<file path="src/rtl/smbus_params.svh">
// Register offsets, reset values and timing counts of the SMBus interface.
`ifndef SMBUS_PARAMS_SVH
`define SMBUS_PARAMS_SVH

`define SMB_CTL_ADDR     8'hC0
`define SMB_CFG_ADDR     8'hC1
`define SMB_DAT_ADDR     8'hC2
`define SMB_CFG_RESET    8'h00
`define SMB_CFG_WMASK    8'hDF
`define SMB_DAT_RESET    8'h00
`define SMB_HOLD_NORM    5'h03
`define SMB_HOLD_EXT     5'h0C
`define SMB_SETUP_NORM   5'h01
`define SMB_SETUP_EXT    5'h0B
`define SMB_FREE_PERIODS 4'hA
`define SMB_LOW_TICKS    2'h1
`define SMB_HIGH_TICKS   2'h2

`endif

</file>
<file path="src/rtl/smbus_pkg.sv">
// Types shared by the SMBus interface files.
package smbus_pkg;

   typedef struct packed {
      logic       en;
      logic       slave_inhibit;
      logic       busy;
      logic       ext;
      logic       toe;
      logic       fte;
      logic [1:0] cs;
   } cfg_s;

   typedef struct packed {
      logic master;
      logic tx;
      logic start_flag;
      logic stop_flag;
      logic ack_request_flag;
      logic arb;
      logic ack;
      logic si;
   } ctl_s;

   typedef struct packed {
      logic [7:0] addr;
      logic       wr;
      logic       rd;
      logic [7:0] wdata;
   } sfr_req_s;

   typedef enum logic [2:0] {st_idle, st_start, st_low, st_high, st_stop, st_rstrt} mst_e;

endpackage : smbus_pkg

</file>
<file path="src/rtl/smbus_if.sv">
// SMBus interface: configuration, control and status, byte engine and pins.
// Function
// Enable bit turns interface on and watching.
// Slave inhibit suppresses slave interrupts only.
// Busy set by transfer, cleared on stop/timeout.
// Extension bit selects normal or extended timing.
// Extended setup eleven clocks, hold twelve.
// Timeout timer reloads while SCL high.
// Split timer: only high byte reloaded.
// Software sets 25 ms timeout, resets interface.
// Bus free after ten idle source periods.
// Pending start issued right after free timeout.
// Clock source field selects timer overflow.
// Upper control bits form transfer status vector.
// Start/stop flags report conditions since interrupt.
// Start flag enters master, start when free.
// Stop flag ends transfer after acknowledge.
// Both flags: stop then start.
// Acknowledge bit written outgoing, read received.
// Acknowledge request set per received byte.
// Software writes acknowledge before clearing interrupt.
// Unwritten acknowledge sends a NACK.
// SDA follows acknowledge write, SCL waits.
// Unacknowledged slave address ignored until start.
// Arbitration lost flag set, cleared with interrupt.
// Interrupt on start, end, byte, arbitration.
// Interrupt flag stalls bus, SCL held low.
// Transmitter interrupt after ack, receiver before.
`timescale 1ns/1ps
`include "smbus_params.svh"
module smbus_if (
   // Clock and reset.
   input  wire logic                mclk,
   input  wire logic                rstn,
   // Special function register port.
   input  wire smbus_pkg::sfr_req_s sfr_req,
   output logic [7:0]               sfr_rdata,
   output logic                     irq,
   // Timer overflows and timeout timer control.
   input  wire logic [3:0]          tmr_ovf,
   input  wire logic                t3_split,
   output logic                     t3_reload_hi,
   output logic                     t3_reload_lo,
   // Bus pins.
   input  wire logic                scl_in,
   output logic                     scl_out,
   output logic                     scl_oe,
   input  wire logic                sda_in,
   output logic                     sda_out,
   output logic                     sda_oe
);
   logic [1:0]        rst_sync_ff;
   logic              rst_n;
   logic [1:0]        scl_sync_ff;
   logic [1:0]        sda_sync_ff;
   logic              scl_d_ff;
   logic              sda_d_ff;
   logic              scl;
   logic              sda;
   smbus_pkg::cfg_s   cfg_ff;
   smbus_pkg::ctl_s   wctl;
   smbus_pkg::mst_e   mst_ff;
   logic              busy_ff;
   logic [3:0]        free_cnt_ff;
   logic [4:0]        lowcnt_ff;
   logic [1:0]        tcnt_ff;
   logic              engaged_ff;
   logic [3:0]        bitcnt_ff;
   logic [7:0]        shift_ff;
   logic [7:0]        txbyte_ff;
   logic              master_ff;
   logic              tx_ff;
   logic              addr_ph_ff;
   logic              after_ack_ff;
   logic              sta_ff;
   logic              sto_ff;
   logic              ack_request_flag_ff;
   logic              arb_ff;
   logic              ack_ff;
   logic              si_ff;
   logic              scl_oe_ff;
   logic              sda_oe_ff;
   logic              t3_hi_ff;
   logic              t3_lo_ff;
   logic [7:0]        rdata_ff;
   logic              scl_rise;
   logic              start_det;
   logic              stop_det;
   logic              tick;
   logic              free_to;
   logic [4:0]        hold_n;
   logic [4:0]        setup_n;
   logic [7:0]        src;
   logic              drv_bit;
   logic              stall;
   logic              byte_rx;
   logic              ack_rise;
   logic              arb_lost;
   logic              slv_stop;
   logic              mst_start_done;
   logic              mst_stop_done;
   logic              ctl_wr;
   logic              si_clr;
   logic              rx_ready;
   logic              rx_valid;
   logic [7:0]        rx_data;

   // Reset is released through two flip-flops.
   always_ff @(posedge mclk or negedge rstn) begin
      if (!rstn) begin
         rst_sync_ff <= 2'h0;
      end else begin
         rst_sync_ff <= {rst_sync_ff[0], 1'b1};
      end
   end
   assign rst_n = rst_sync_ff[1];

   // Pins are synchronised and their edges found.
   always_ff @(posedge mclk or negedge rst_n) begin
      if (!rst_n) begin
         scl_sync_ff <= 2'h3;
         sda_sync_ff <= 2'h3;
         scl_d_ff    <= 1'b1;
         sda_d_ff    <= 1'b1;
      end else begin
         scl_sync_ff <= {scl_sync_ff[0], scl_in};
         sda_sync_ff <= {sda_sync_ff[0], sda_in};
         scl_d_ff    <= scl_sync_ff[1];
         sda_d_ff    <= sda_sync_ff[1];
      end
   end
   assign scl       = scl_sync_ff[1];
   assign sda       = sda_sync_ff[1];
   assign scl_rise  = scl && !scl_d_ff;
   assign start_det = cfg_ff.en && scl && scl_d_ff && sda_d_ff && !sda;
   assign stop_det  = cfg_ff.en && scl && scl_d_ff && !sda_d_ff && sda;
   assign tick      = cfg_ff.en && tmr_ovf[cfg_ff.cs];

   assign hold_n  = cfg_ff.ext ? `SMB_HOLD_EXT : `SMB_HOLD_NORM;
   assign setup_n = cfg_ff.ext ? `SMB_SETUP_EXT : `SMB_SETUP_NORM;
   assign src     = (bitcnt_ff == 4'h0 && tx_ff) ? txbyte_ff : shift_ff;
   assign stall   = si_ff || !rx_ready;

   assign byte_rx  = engaged_ff && scl_rise && bitcnt_ff == 4'h7 && !tx_ff;
   assign ack_rise = engaged_ff && scl_rise && bitcnt_ff == 4'h8;
   assign arb_lost = engaged_ff && scl_rise && bitcnt_ff < 4'h8 && tx_ff && drv_bit && !sda;
   assign slv_stop = engaged_ff && !master_ff && stop_det;
   assign mst_start_done = mst_ff == smbus_pkg::st_start && scl && tcnt_ff >= `SMB_LOW_TICKS;
   assign mst_stop_done  = mst_ff == smbus_pkg::st_stop && scl && tcnt_ff >= `SMB_LOW_TICKS;
   assign free_to  = cfg_ff.fte && tick && scl && sda && free_cnt_ff == `SMB_FREE_PERIODS;

   assign ctl_wr = sfr_req.wr && sfr_req.addr == `SMB_CTL_ADDR;
   assign wctl   = sfr_req.wdata;
   assign si_clr = ctl_wr && !wctl.si;

   // Value the engine wants on SDA in the current low phase.
   always_comb begin
      if (master_ff && after_ack_ff && bitcnt_ff == 4'h0 && (sto_ff || sta_ff)) begin
         drv_bit = !sto_ff;
      end else if (bitcnt_ff == 4'h8) begin
         drv_bit = tx_ff || !ack_ff;
      end else begin
         drv_bit = !tx_ff || src[7];
      end
   end

   // Configuration and data registers; the busy bit is kept apart.
   always_ff @(posedge mclk or negedge rst_n) begin
      if (!rst_n) begin
         cfg_ff    <= `SMB_CFG_RESET;
         txbyte_ff <= `SMB_DAT_RESET;
      end else begin
         if (sfr_req.wr && sfr_req.addr == `SMB_CFG_ADDR) begin
            cfg_ff <= sfr_req.wdata & `SMB_CFG_WMASK;
         end
         if (sfr_req.wr && sfr_req.addr == `SMB_DAT_ADDR) begin
            txbyte_ff <= sfr_req.wdata;
         end
      end
   end

   // Busy tracking and bus free timeout.
   always_ff @(posedge mclk or negedge rst_n) begin
      if (!rst_n) begin
         busy_ff     <= 1'b0;
         free_cnt_ff <= 4'h0;
      end else begin
         if (!cfg_ff.en || !scl || !sda) begin
            free_cnt_ff <= 4'h0;
         end else if (tick && free_cnt_ff <= `SMB_FREE_PERIODS) begin
            free_cnt_ff <= free_cnt_ff + 4'h1;
         end
         if (start_det) begin
            busy_ff <= 1'b1;
         end else if (stop_det || free_to || !cfg_ff.en) begin
            busy_ff <= 1'b0;
         end
      end
   end

   // Low phase length of SCL for setup and hold spacing.
   always_ff @(posedge mclk or negedge rst_n) begin
      if (!rst_n) begin
         lowcnt_ff <= 5'h00;
      end else if (scl) begin
         lowcnt_ff <= 5'h00;
      end else if (lowcnt_ff != 5'h1F) begin
         lowcnt_ff <= lowcnt_ff + 5'h01;
      end
   end

   // Byte engine and master sequencer.
   always_ff @(posedge mclk or negedge rst_n) begin
      if (!rst_n) begin
         mst_ff       <= smbus_pkg::st_idle;
         engaged_ff   <= 1'b0;
         bitcnt_ff    <= 4'h0;
         shift_ff     <= 8'h00;
         master_ff    <= 1'b0;
         tx_ff        <= 1'b0;
         addr_ph_ff   <= 1'b0;
         after_ack_ff <= 1'b0;
         tcnt_ff      <= 2'h0;
      end else if (!cfg_ff.en) begin
         mst_ff     <= smbus_pkg::st_idle;
         engaged_ff <= 1'b0;
         master_ff  <= 1'b0;
         tx_ff      <= 1'b0;
      end else begin
         if (tick && tcnt_ff != 2'h3 && (scl || mst_ff != smbus_pkg::st_high)) begin
            tcnt_ff <= tcnt_ff + 2'h1;
         end
         if (start_det && !master_ff && mst_ff == smbus_pkg::st_idle) begin
            engaged_ff   <= !cfg_ff.slave_inhibit;
            bitcnt_ff    <= 4'h0;
            tx_ff        <= 1'b0;
            addr_ph_ff   <= 1'b1;
            after_ack_ff <= 1'b0;
         end
         if (slv_stop) begin
            engaged_ff <= 1'b0;
         end
         if (engaged_ff && scl_rise && bitcnt_ff == 4'h8) begin
            bitcnt_ff    <= 4'h0;
            after_ack_ff <= 1'b1;
            addr_ph_ff   <= 1'b0;
            if (addr_ph_ff && !master_ff && !ack_ff) begin
               engaged_ff <= 1'b0;
            end
            if (addr_ph_ff) begin
               tx_ff <= master_ff ^ shift_ff[0];
            end
         end else if (engaged_ff && scl_rise) begin
            shift_ff  <= {src[6:0], sda};
            bitcnt_ff <= bitcnt_ff + 4'h1;
            if (bitcnt_ff == 4'h0) begin
               after_ack_ff <= 1'b0;
            end
         end
         unique case (mst_ff)
            smbus_pkg::st_idle: begin
               if (sta_ff && !busy_ff) begin
                  mst_ff  <= smbus_pkg::st_start;
                  tcnt_ff <= 2'h0;
               end
            end
            smbus_pkg::st_start: begin
               if (mst_start_done) begin
                  mst_ff       <= smbus_pkg::st_low;
                  master_ff    <= 1'b1;
                  tx_ff        <= 1'b1;
                  engaged_ff   <= 1'b1;
                  bitcnt_ff    <= 4'h0;
                  addr_ph_ff   <= 1'b1;
                  after_ack_ff <= 1'b0;
                  tcnt_ff      <= 2'h0;
               end
            end
            smbus_pkg::st_low: begin
               if (!stall && tcnt_ff >= `SMB_LOW_TICKS && lowcnt_ff >= hold_n + setup_n) begin
                  tcnt_ff <= 2'h0;
                  if (after_ack_ff && bitcnt_ff == 4'h0 && sto_ff) begin
                     mst_ff <= smbus_pkg::st_stop;
                  end else if (after_ack_ff && bitcnt_ff == 4'h0 && sta_ff) begin
                     mst_ff <= smbus_pkg::st_rstrt;
                  end else begin
                     mst_ff <= smbus_pkg::st_high;
                  end
               end
            end
            smbus_pkg::st_high: begin
               if (tcnt_ff >= `SMB_HIGH_TICKS) begin
                  mst_ff  <= smbus_pkg::st_low;
                  tcnt_ff <= 2'h0;
               end
            end
            smbus_pkg::st_stop: begin
               if (mst_stop_done) begin
                  mst_ff     <= smbus_pkg::st_idle;
                  master_ff  <= 1'b0;
                  engaged_ff <= 1'b0;
                  tx_ff      <= 1'b0;
               end
            end
            smbus_pkg::st_rstrt: begin
               if (scl && tcnt_ff >= `SMB_LOW_TICKS) begin
                  mst_ff  <= smbus_pkg::st_start;
                  tcnt_ff <= 2'h0;
               end
            end
            default: begin
               mst_ff <= smbus_pkg::st_idle;
            end
         endcase
         if (arb_lost) begin
            mst_ff     <= smbus_pkg::st_idle;
            engaged_ff <= 1'b0;
            master_ff  <= 1'b0;
            tx_ff      <= 1'b0;
         end
      end
   end

   // Control and status flags; a hardware set wins over a software clear.
   always_ff @(posedge mclk or negedge rst_n) begin
      if (!rst_n) begin
         si_ff    <= 1'b0;
         arb_ff   <= 1'b0;
         sta_ff   <= 1'b0;
         sto_ff   <= 1'b0;
         ack_request_flag_ff <= 1'b0;
         ack_ff   <= 1'b0;
      end else begin
         si_ff    <= byte_rx || (ack_rise && tx_ff) || arb_lost || slv_stop
                     || mst_start_done || (ctl_wr ? wctl.si : si_ff);
         arb_ff   <= arb_lost || (si_clr ? 1'b0 : arb_ff);
         sta_ff   <= (byte_rx && addr_ph_ff && !master_ff) || (ctl_wr ? wctl.start_flag : sta_ff);
         sto_ff   <= slv_stop || (!mst_stop_done && (ctl_wr ? wctl.stop_flag : sto_ff));
         ack_request_flag_ff <= byte_rx || (!ack_rise && ack_request_flag_ff);
         if (byte_rx) begin
            ack_ff <= 1'b0;
         end else if (ack_rise && tx_ff) begin
            ack_ff <= !sda;
         end else if (ctl_wr) begin
            ack_ff <= wctl.ack;
         end
      end
   end

   // Pin drivers and timeout timer control.
   always_ff @(posedge mclk or negedge rst_n) begin
      if (!rst_n) begin
         scl_oe_ff <= 1'b0;
         sda_oe_ff <= 1'b0;
         t3_hi_ff  <= 1'b0;
         t3_lo_ff  <= 1'b0;
      end else begin
         scl_oe_ff <= cfg_ff.en && (mst_ff == smbus_pkg::st_low
                      || (engaged_ff && !master_ff && stall && !scl));
         if (!cfg_ff.en) begin
            sda_oe_ff <= 1'b0;
         end else if (mst_ff == smbus_pkg::st_start) begin
            sda_oe_ff <= 1'b1;
         end else if (engaged_ff && !scl && lowcnt_ff >= hold_n) begin
            sda_oe_ff <= !drv_bit;
         end else if (!engaged_ff) begin
            sda_oe_ff <= 1'b0;
         end
         t3_hi_ff <= cfg_ff.en && cfg_ff.toe && scl;
         t3_lo_ff <= cfg_ff.en && cfg_ff.toe && scl && !t3_split;
      end
   end

   // Register read port.
   always_ff @(posedge mclk or negedge rst_n) begin
      if (!rst_n) begin
         rdata_ff <= 8'h00;
      end else if (sfr_req.rd) begin
         unique case (sfr_req.addr)
            `SMB_CTL_ADDR: rdata_ff <= {master_ff, tx_ff, sta_ff, sto_ff,
                                        ack_request_flag_ff, arb_ff, ack_ff, si_ff};
            `SMB_CFG_ADDR: rdata_ff <= {cfg_ff.en, cfg_ff.slave_inhibit, busy_ff, cfg_ff[4:0]};
            `SMB_DAT_ADDR: rdata_ff <= rx_valid ? rx_data : 8'h00;
            default:       rdata_ff <= 8'h00;
         endcase
      end
   end

   smbus_rx_fifo #(
      .WIDTH (8),
      .DEPTH (2)
   ) u_rx_fifo (
      .clk       (mclk),
      .rst_n     (rst_n),
      .in_valid  (byte_rx),
      .in_ready  (rx_ready),
      .in_data   ({src[6:0], sda}),
      .out_valid (rx_valid),
      .out_ready (sfr_req.rd && sfr_req.addr == `SMB_DAT_ADDR),
      .out_data  (rx_data)
   );

   assign sfr_rdata    = rdata_ff;
   assign irq          = si_ff;
   assign scl_out      = 1'b0;
   assign sda_out      = 1'b0;
   assign scl_oe       = scl_oe_ff;
   assign sda_oe       = sda_oe_ff;
   assign t3_reload_hi = t3_hi_ff;
   assign t3_reload_lo = t3_lo_ff;
endmodule : smbus_if

</file>
<file path="src/rtl/smbus_rx_fifo.sv">
// Two-entry receive buffer between the byte engine and the data register.
`timescale 1ns/1ps
module smbus_rx_fifo #(
   parameter int WIDTH = 8,
   parameter int DEPTH = 2
) (
   // Clock and reset.
   input  wire logic             clk,
   input  wire logic             rst_n,
   // Filling side.
   input  wire logic             in_valid,
   output logic                  in_ready,
   input  wire logic [WIDTH-1:0] in_data,
   // Draining side.
   output logic                  out_valid,
   input  wire logic             out_ready,
   output logic [WIDTH-1:0]      out_data
);
   localparam int AW = (DEPTH > 1) ? $clog2(DEPTH) : 1;

   logic [WIDTH-1:0] mem_ff [DEPTH];
   logic [AW-1:0]    wptr_ff;
   logic [AW-1:0]    rptr_ff;
   logic [AW:0]      count_ff;
   logic             push;
   logic             pop;

   assign in_ready  = count_ff != (AW+1)'(DEPTH);
   assign out_valid = count_ff != '0;
   assign push      = in_valid && in_ready;
   assign pop       = out_valid && out_ready;
   assign out_data  = mem_ff[rptr_ff];

   // Storage is written only on an accepted push.
   always_ff @(posedge clk) begin
      if (push) begin
         mem_ff[wptr_ff] <= in_data;
      end
   end

   // Pointers wrap at the depth and the count tracks occupancy.
   always_ff @(posedge clk or negedge rst_n) begin
      if (!rst_n) begin
         wptr_ff  <= '0;
         rptr_ff  <= '0;
         count_ff <= '0;
      end else begin
         if (push) begin
            wptr_ff <= (wptr_ff == AW'(DEPTH - 1)) ? '0 : wptr_ff + AW'(1);
         end
         if (pop) begin
            rptr_ff <= (rptr_ff == AW'(DEPTH - 1)) ? '0 : rptr_ff + AW'(1);
         end
         count_ff <= count_ff + (AW+1)'(push) - (AW+1)'(pop);
      end
   end

endmodule : smbus_rx_fifo

</file>
<file path="config.mk">
export PLATFORM = sky130hd
export DESIGN_NAME = smbus_if
export DESIGN_NICKNAME = d
export VERILOG_FILES = /design/src/rtl/smbus_pkg.sv /design/src/rtl/smbus_if.sv /design/src/rtl/smbus_rx_fifo.sv
export VERILOG_INCLUDE_DIRS = /design/src /design/src/rtl
export SDC_FILE = /design/constraint.sdc
export NUM_CORES = 1
export LEC_CHECK = 0
export BUFFER_PORTS_ARGS = -buffer_cell sky130_fd_sc_hd__buf_4
export CORE_AREA = 2 2 82 116
export CTS_CLUSTER_SIZE = 30
export DETAILED_ROUTE_END_ITERATION = 10
export DIE_AREA = 0 0 84 118
export PLACE_DENSITY = 0.75
export SYNTH_ARGS = -nofsm -noshare
export SYNTH_HDL_FRONTEND = slang
export SYNTH_SLANG_ARGS = --single-unit
</file>
<file path="constraint.sdc">
create_clock -name mclk -period 2.4 [get_ports mclk]
set_input_delay 0.48 -clock mclk [delete_from_list [all_inputs] [get_ports mclk]]
set_output_delay 0.48 -clock mclk [all_outputs]
set_load 0.005 [all_outputs]
</file>
==> out/metrics.yaml <==
power:
  peakVddDrop_v: 0.000463
  p_per_area_nw_per_um2: 633
  p_leak_nw: 2.45
clocking:
  worstSkewPairLatency_ns: 0.35
  cts_tree: "done"
  cts-resized-gates: 0
  postCtsSetupRepairBufs: 0
  clock_sinks: 93
  cts_buffers: 9
  root_buffer: "clkbuf_16"
  cts.path.max_buffers: 2
  clkTransAtPathRegs_ns: 0.07
  h-tree-depth: 3
  cts_hold_buf: 1
layout:
  fin_cells: 569
  diodes: 0
  fin_nets: 502
  mostFrequentLayoutCell: "dfrtp_1"
  drive_above_1_share_pct: 20.3
  areaGrowthSynthToFinish_pct: 15.9
  final_cell_mix: "dfrtp_1, buf_4, nand2_1"
detailed_routing:
  drt_iter0_markers: 206
  drc: 0
  wl_mm: 10.6
  viasPerCell: 5.92
  vias: 3371
  ant_nets: 0
  routedWlPerCell_um: 18.6
  first_pass_iters: 5
critical_path:
  r2r-start: "cfg_ff[4]$_DFFE_PN0P_"
  worstSetupPathType: "register to register"
  cp-start-kind: "register"
  critPathCaptureType: "register"
  required_ns: 2.61
  startpoint: "cfg_ff[4]$_DFFE_PN0P_"
  crit_arrival_ns: 2.34
  cp_max_fo: 5
synthesis:
  async_flop_share_pct: 82.8
  ys.flop_type: "dfrtp_1"
  synth_cell_type_count: 66
  synth_cells: 411
  ys_seq_area_share_pct: 51.7
  ys_warn_count: 0
  synth_edf_count: 16
  avgSynthCellArea_um2: 11.4
  ys_seq_elements: 93
  syn_area_um2: 4670
die:
  core_um2: 8870
  fp-row-count: 41
  die_x_um: 84
  io_pins: 42
  die_h_um: 118
  start_util_pct: 52.7
  die_area_um2: 9910
timing:
  setup_viol: 0
  finalCriticalPeriod_ns: 2.13
  slew_violations: 0
  rsz0062_at_grt: "no"
  worstMarginPinSlew_ns: 0.973
  slew_headroom_pct: 35.2
  hold_viol: 0
  fin_setup_tns_ns: 0
  finalCritPeriodShare_pct: 88.7
  clock.fmax_ghz: 0.470
  clock_skew_ns: 0.00933
global_route:
  grt_pass1_vias: 3514
  grt_max_degree: 76
  grt_pass1_wl_mm: 17.6
  grt_use_met2_pct: 40.8
  met3_usage_pct: 4.84
  use_met1_pct: 25.1
  antenna_found_initial: 0
  grt_use_total_pct: 22.9
  grt_most_used_layer: "met2"
  overflow: 0
placement:
  gp_congestion: 0.898
  numPortBuffers: 39
  place_inst: 552
  hpwl_mm: 7.73
worst_hold_path:
  hold_class: "input pin to register"
  min_from: "sda_in"
outcome:
  status: "complete, no violations"
flow_run:
  max-cap-violations: 0
[kinds of logic (layout without fill, tap and decap cells)]
| logic type | count (synthesis) | in the layout | synth area share [%] |
|---|---|---|---|
| AO/OA/AOI/OAI | 71 | 71 | 10.2 |
| XOR/XNOR | 11 | 11 | 2.06 |
| adder cells (fa/ha/maj) | 18 | 18 | 4.82 |
| buffers and inverters | 36 | 86 | 3.21 |
| flip-flops | 93 | 93 | 51.7 |
| multiplexers | 53 | 53 | 12.4 |
| other | 2 | 3 | 0.161 |
| AND/OR/NAND/NOR | 127 | 127 | 15.4 |
[report_power, final]
group | internal, mW | switching, mW | leakage [nW]
Clock | 0.740 | 0.672 | 0.149
Combinational | 0.136 | 0.147 | 1.17
Sequential | 1.65 | 0.0807 | 1.13
[flip-flops by register name, indices dropped and copies added, names as in the netlist, 2 cells and up]
signal / count
cfg_ff: 7
u_rx_fifo.count_ff: 2
lowcnt_ff: 5
txbyte_ff: 8
rst_sync_ff: 2
sfr_rdata: 8
u_rx_fifo.mem_ff: 16
tcnt_ff: 2
mst_ff: 3
bitcnt_ff: 4
sda_sync_ff: 2
free_cnt_ff: 4
shift_ff: 8
scl_sync_ff: 2
[metrics by stage]
stage          power, mW  utilization, %  cell area, µm²  setup WS (ns)  hold slack [ns]
3_3_place_gp        2.03            57.5            5100          0.329            0.262
3_5_place_dp        2.05            57.5            5100          0.246            0.264
5_1_grt             3.57            61.0            5420         0.0370            0.222
4_1_cts             3.47            61.0            5420          0.265            0.222
2_1_floorplan       1.93               -            4680          0.107            0.184
6_report            3.43            61.0            5420          0.271            0.234
[cell type report]
class,count,area [µm²]
well taps,107,134
flip-flops and latches,93,2420
clock buffers,9,225
clock inverters,7,76.3
multi-input cells,283,2110
inverters,21,78.8
fillers,733,3460
repair buffers,49,370
[synth_stat cells, drive strengths merged, types with 3 or more instances]
cell,n,share of area (%)
dfrtp,71,38
mux2,31,7.5
nand2,24,1.9
nor2,23,1.9
o21ai,22,2.4
mux2i,21,4.5
inv,20,1.6
ha,18,4.8
edfxtp,16,10
a21oi,13,1.6
nand3,11,1.2
buf,10,1.1
o22ai,10,1.3
nor3,9,1.1
nand2b,8,1.1
nor2b,8,1.1
and3,6,0.80
dfstp,6,3.4
nand4,6,0.94
xnor2,6,1.1
clkbuf,5,0.40
or3,5,0.67
xor2,5,0.94
a211oi,4,0.75
a21o,4,0.67
and2,4,0.54
nor3b,4,0.64
nor4,4,0.67
a221oi,3,0.70
[path summary, 6_finish.rpt]
check	endpoint	slack [ns]	cells past startpoint
hold reg to reg	sda_sync_ff[1]$_DFF_PN1_	0.36	0
setup / recovery	tcnt_ff[1]$_DFFE_PN0P_	0.27	7
max in group asynchronous	cfg_ff[6]$_DFFE_PN0P_	1.28	0
setup reg to reg	tcnt_ff[1]$_DFFE_PN0P_	0.27	7
hold / removal	sda_sync_ff[0]$_DFF_PN1_	0.23	1
min in group asynchronous	rst_sync_ff[1]$_DFF_PN0_	0.44	2
[worst max-delay path: stages, from the launching register on]
cell	delay [ns]
dfrtp_1	0.43
inv_1	0.14
ha_1	0.33
and2_1	0.14
o21ai_0	0.16
a31oi_1	0.20
a2111oi_1	0.45
o22ai_1	0.14
[per-layer routing]
| metal | up-vias | share of wire, % |
|---|---|---|
| li1 | 1587 | - |
| met1 | 1668 | 37 |
| met2 | 87 | 55 |
| met3 | 29 | 3.6 |
| met4 | 0 | 3.7 |
| met5 | - | 0 |
(Power assumes the default switching activity.)
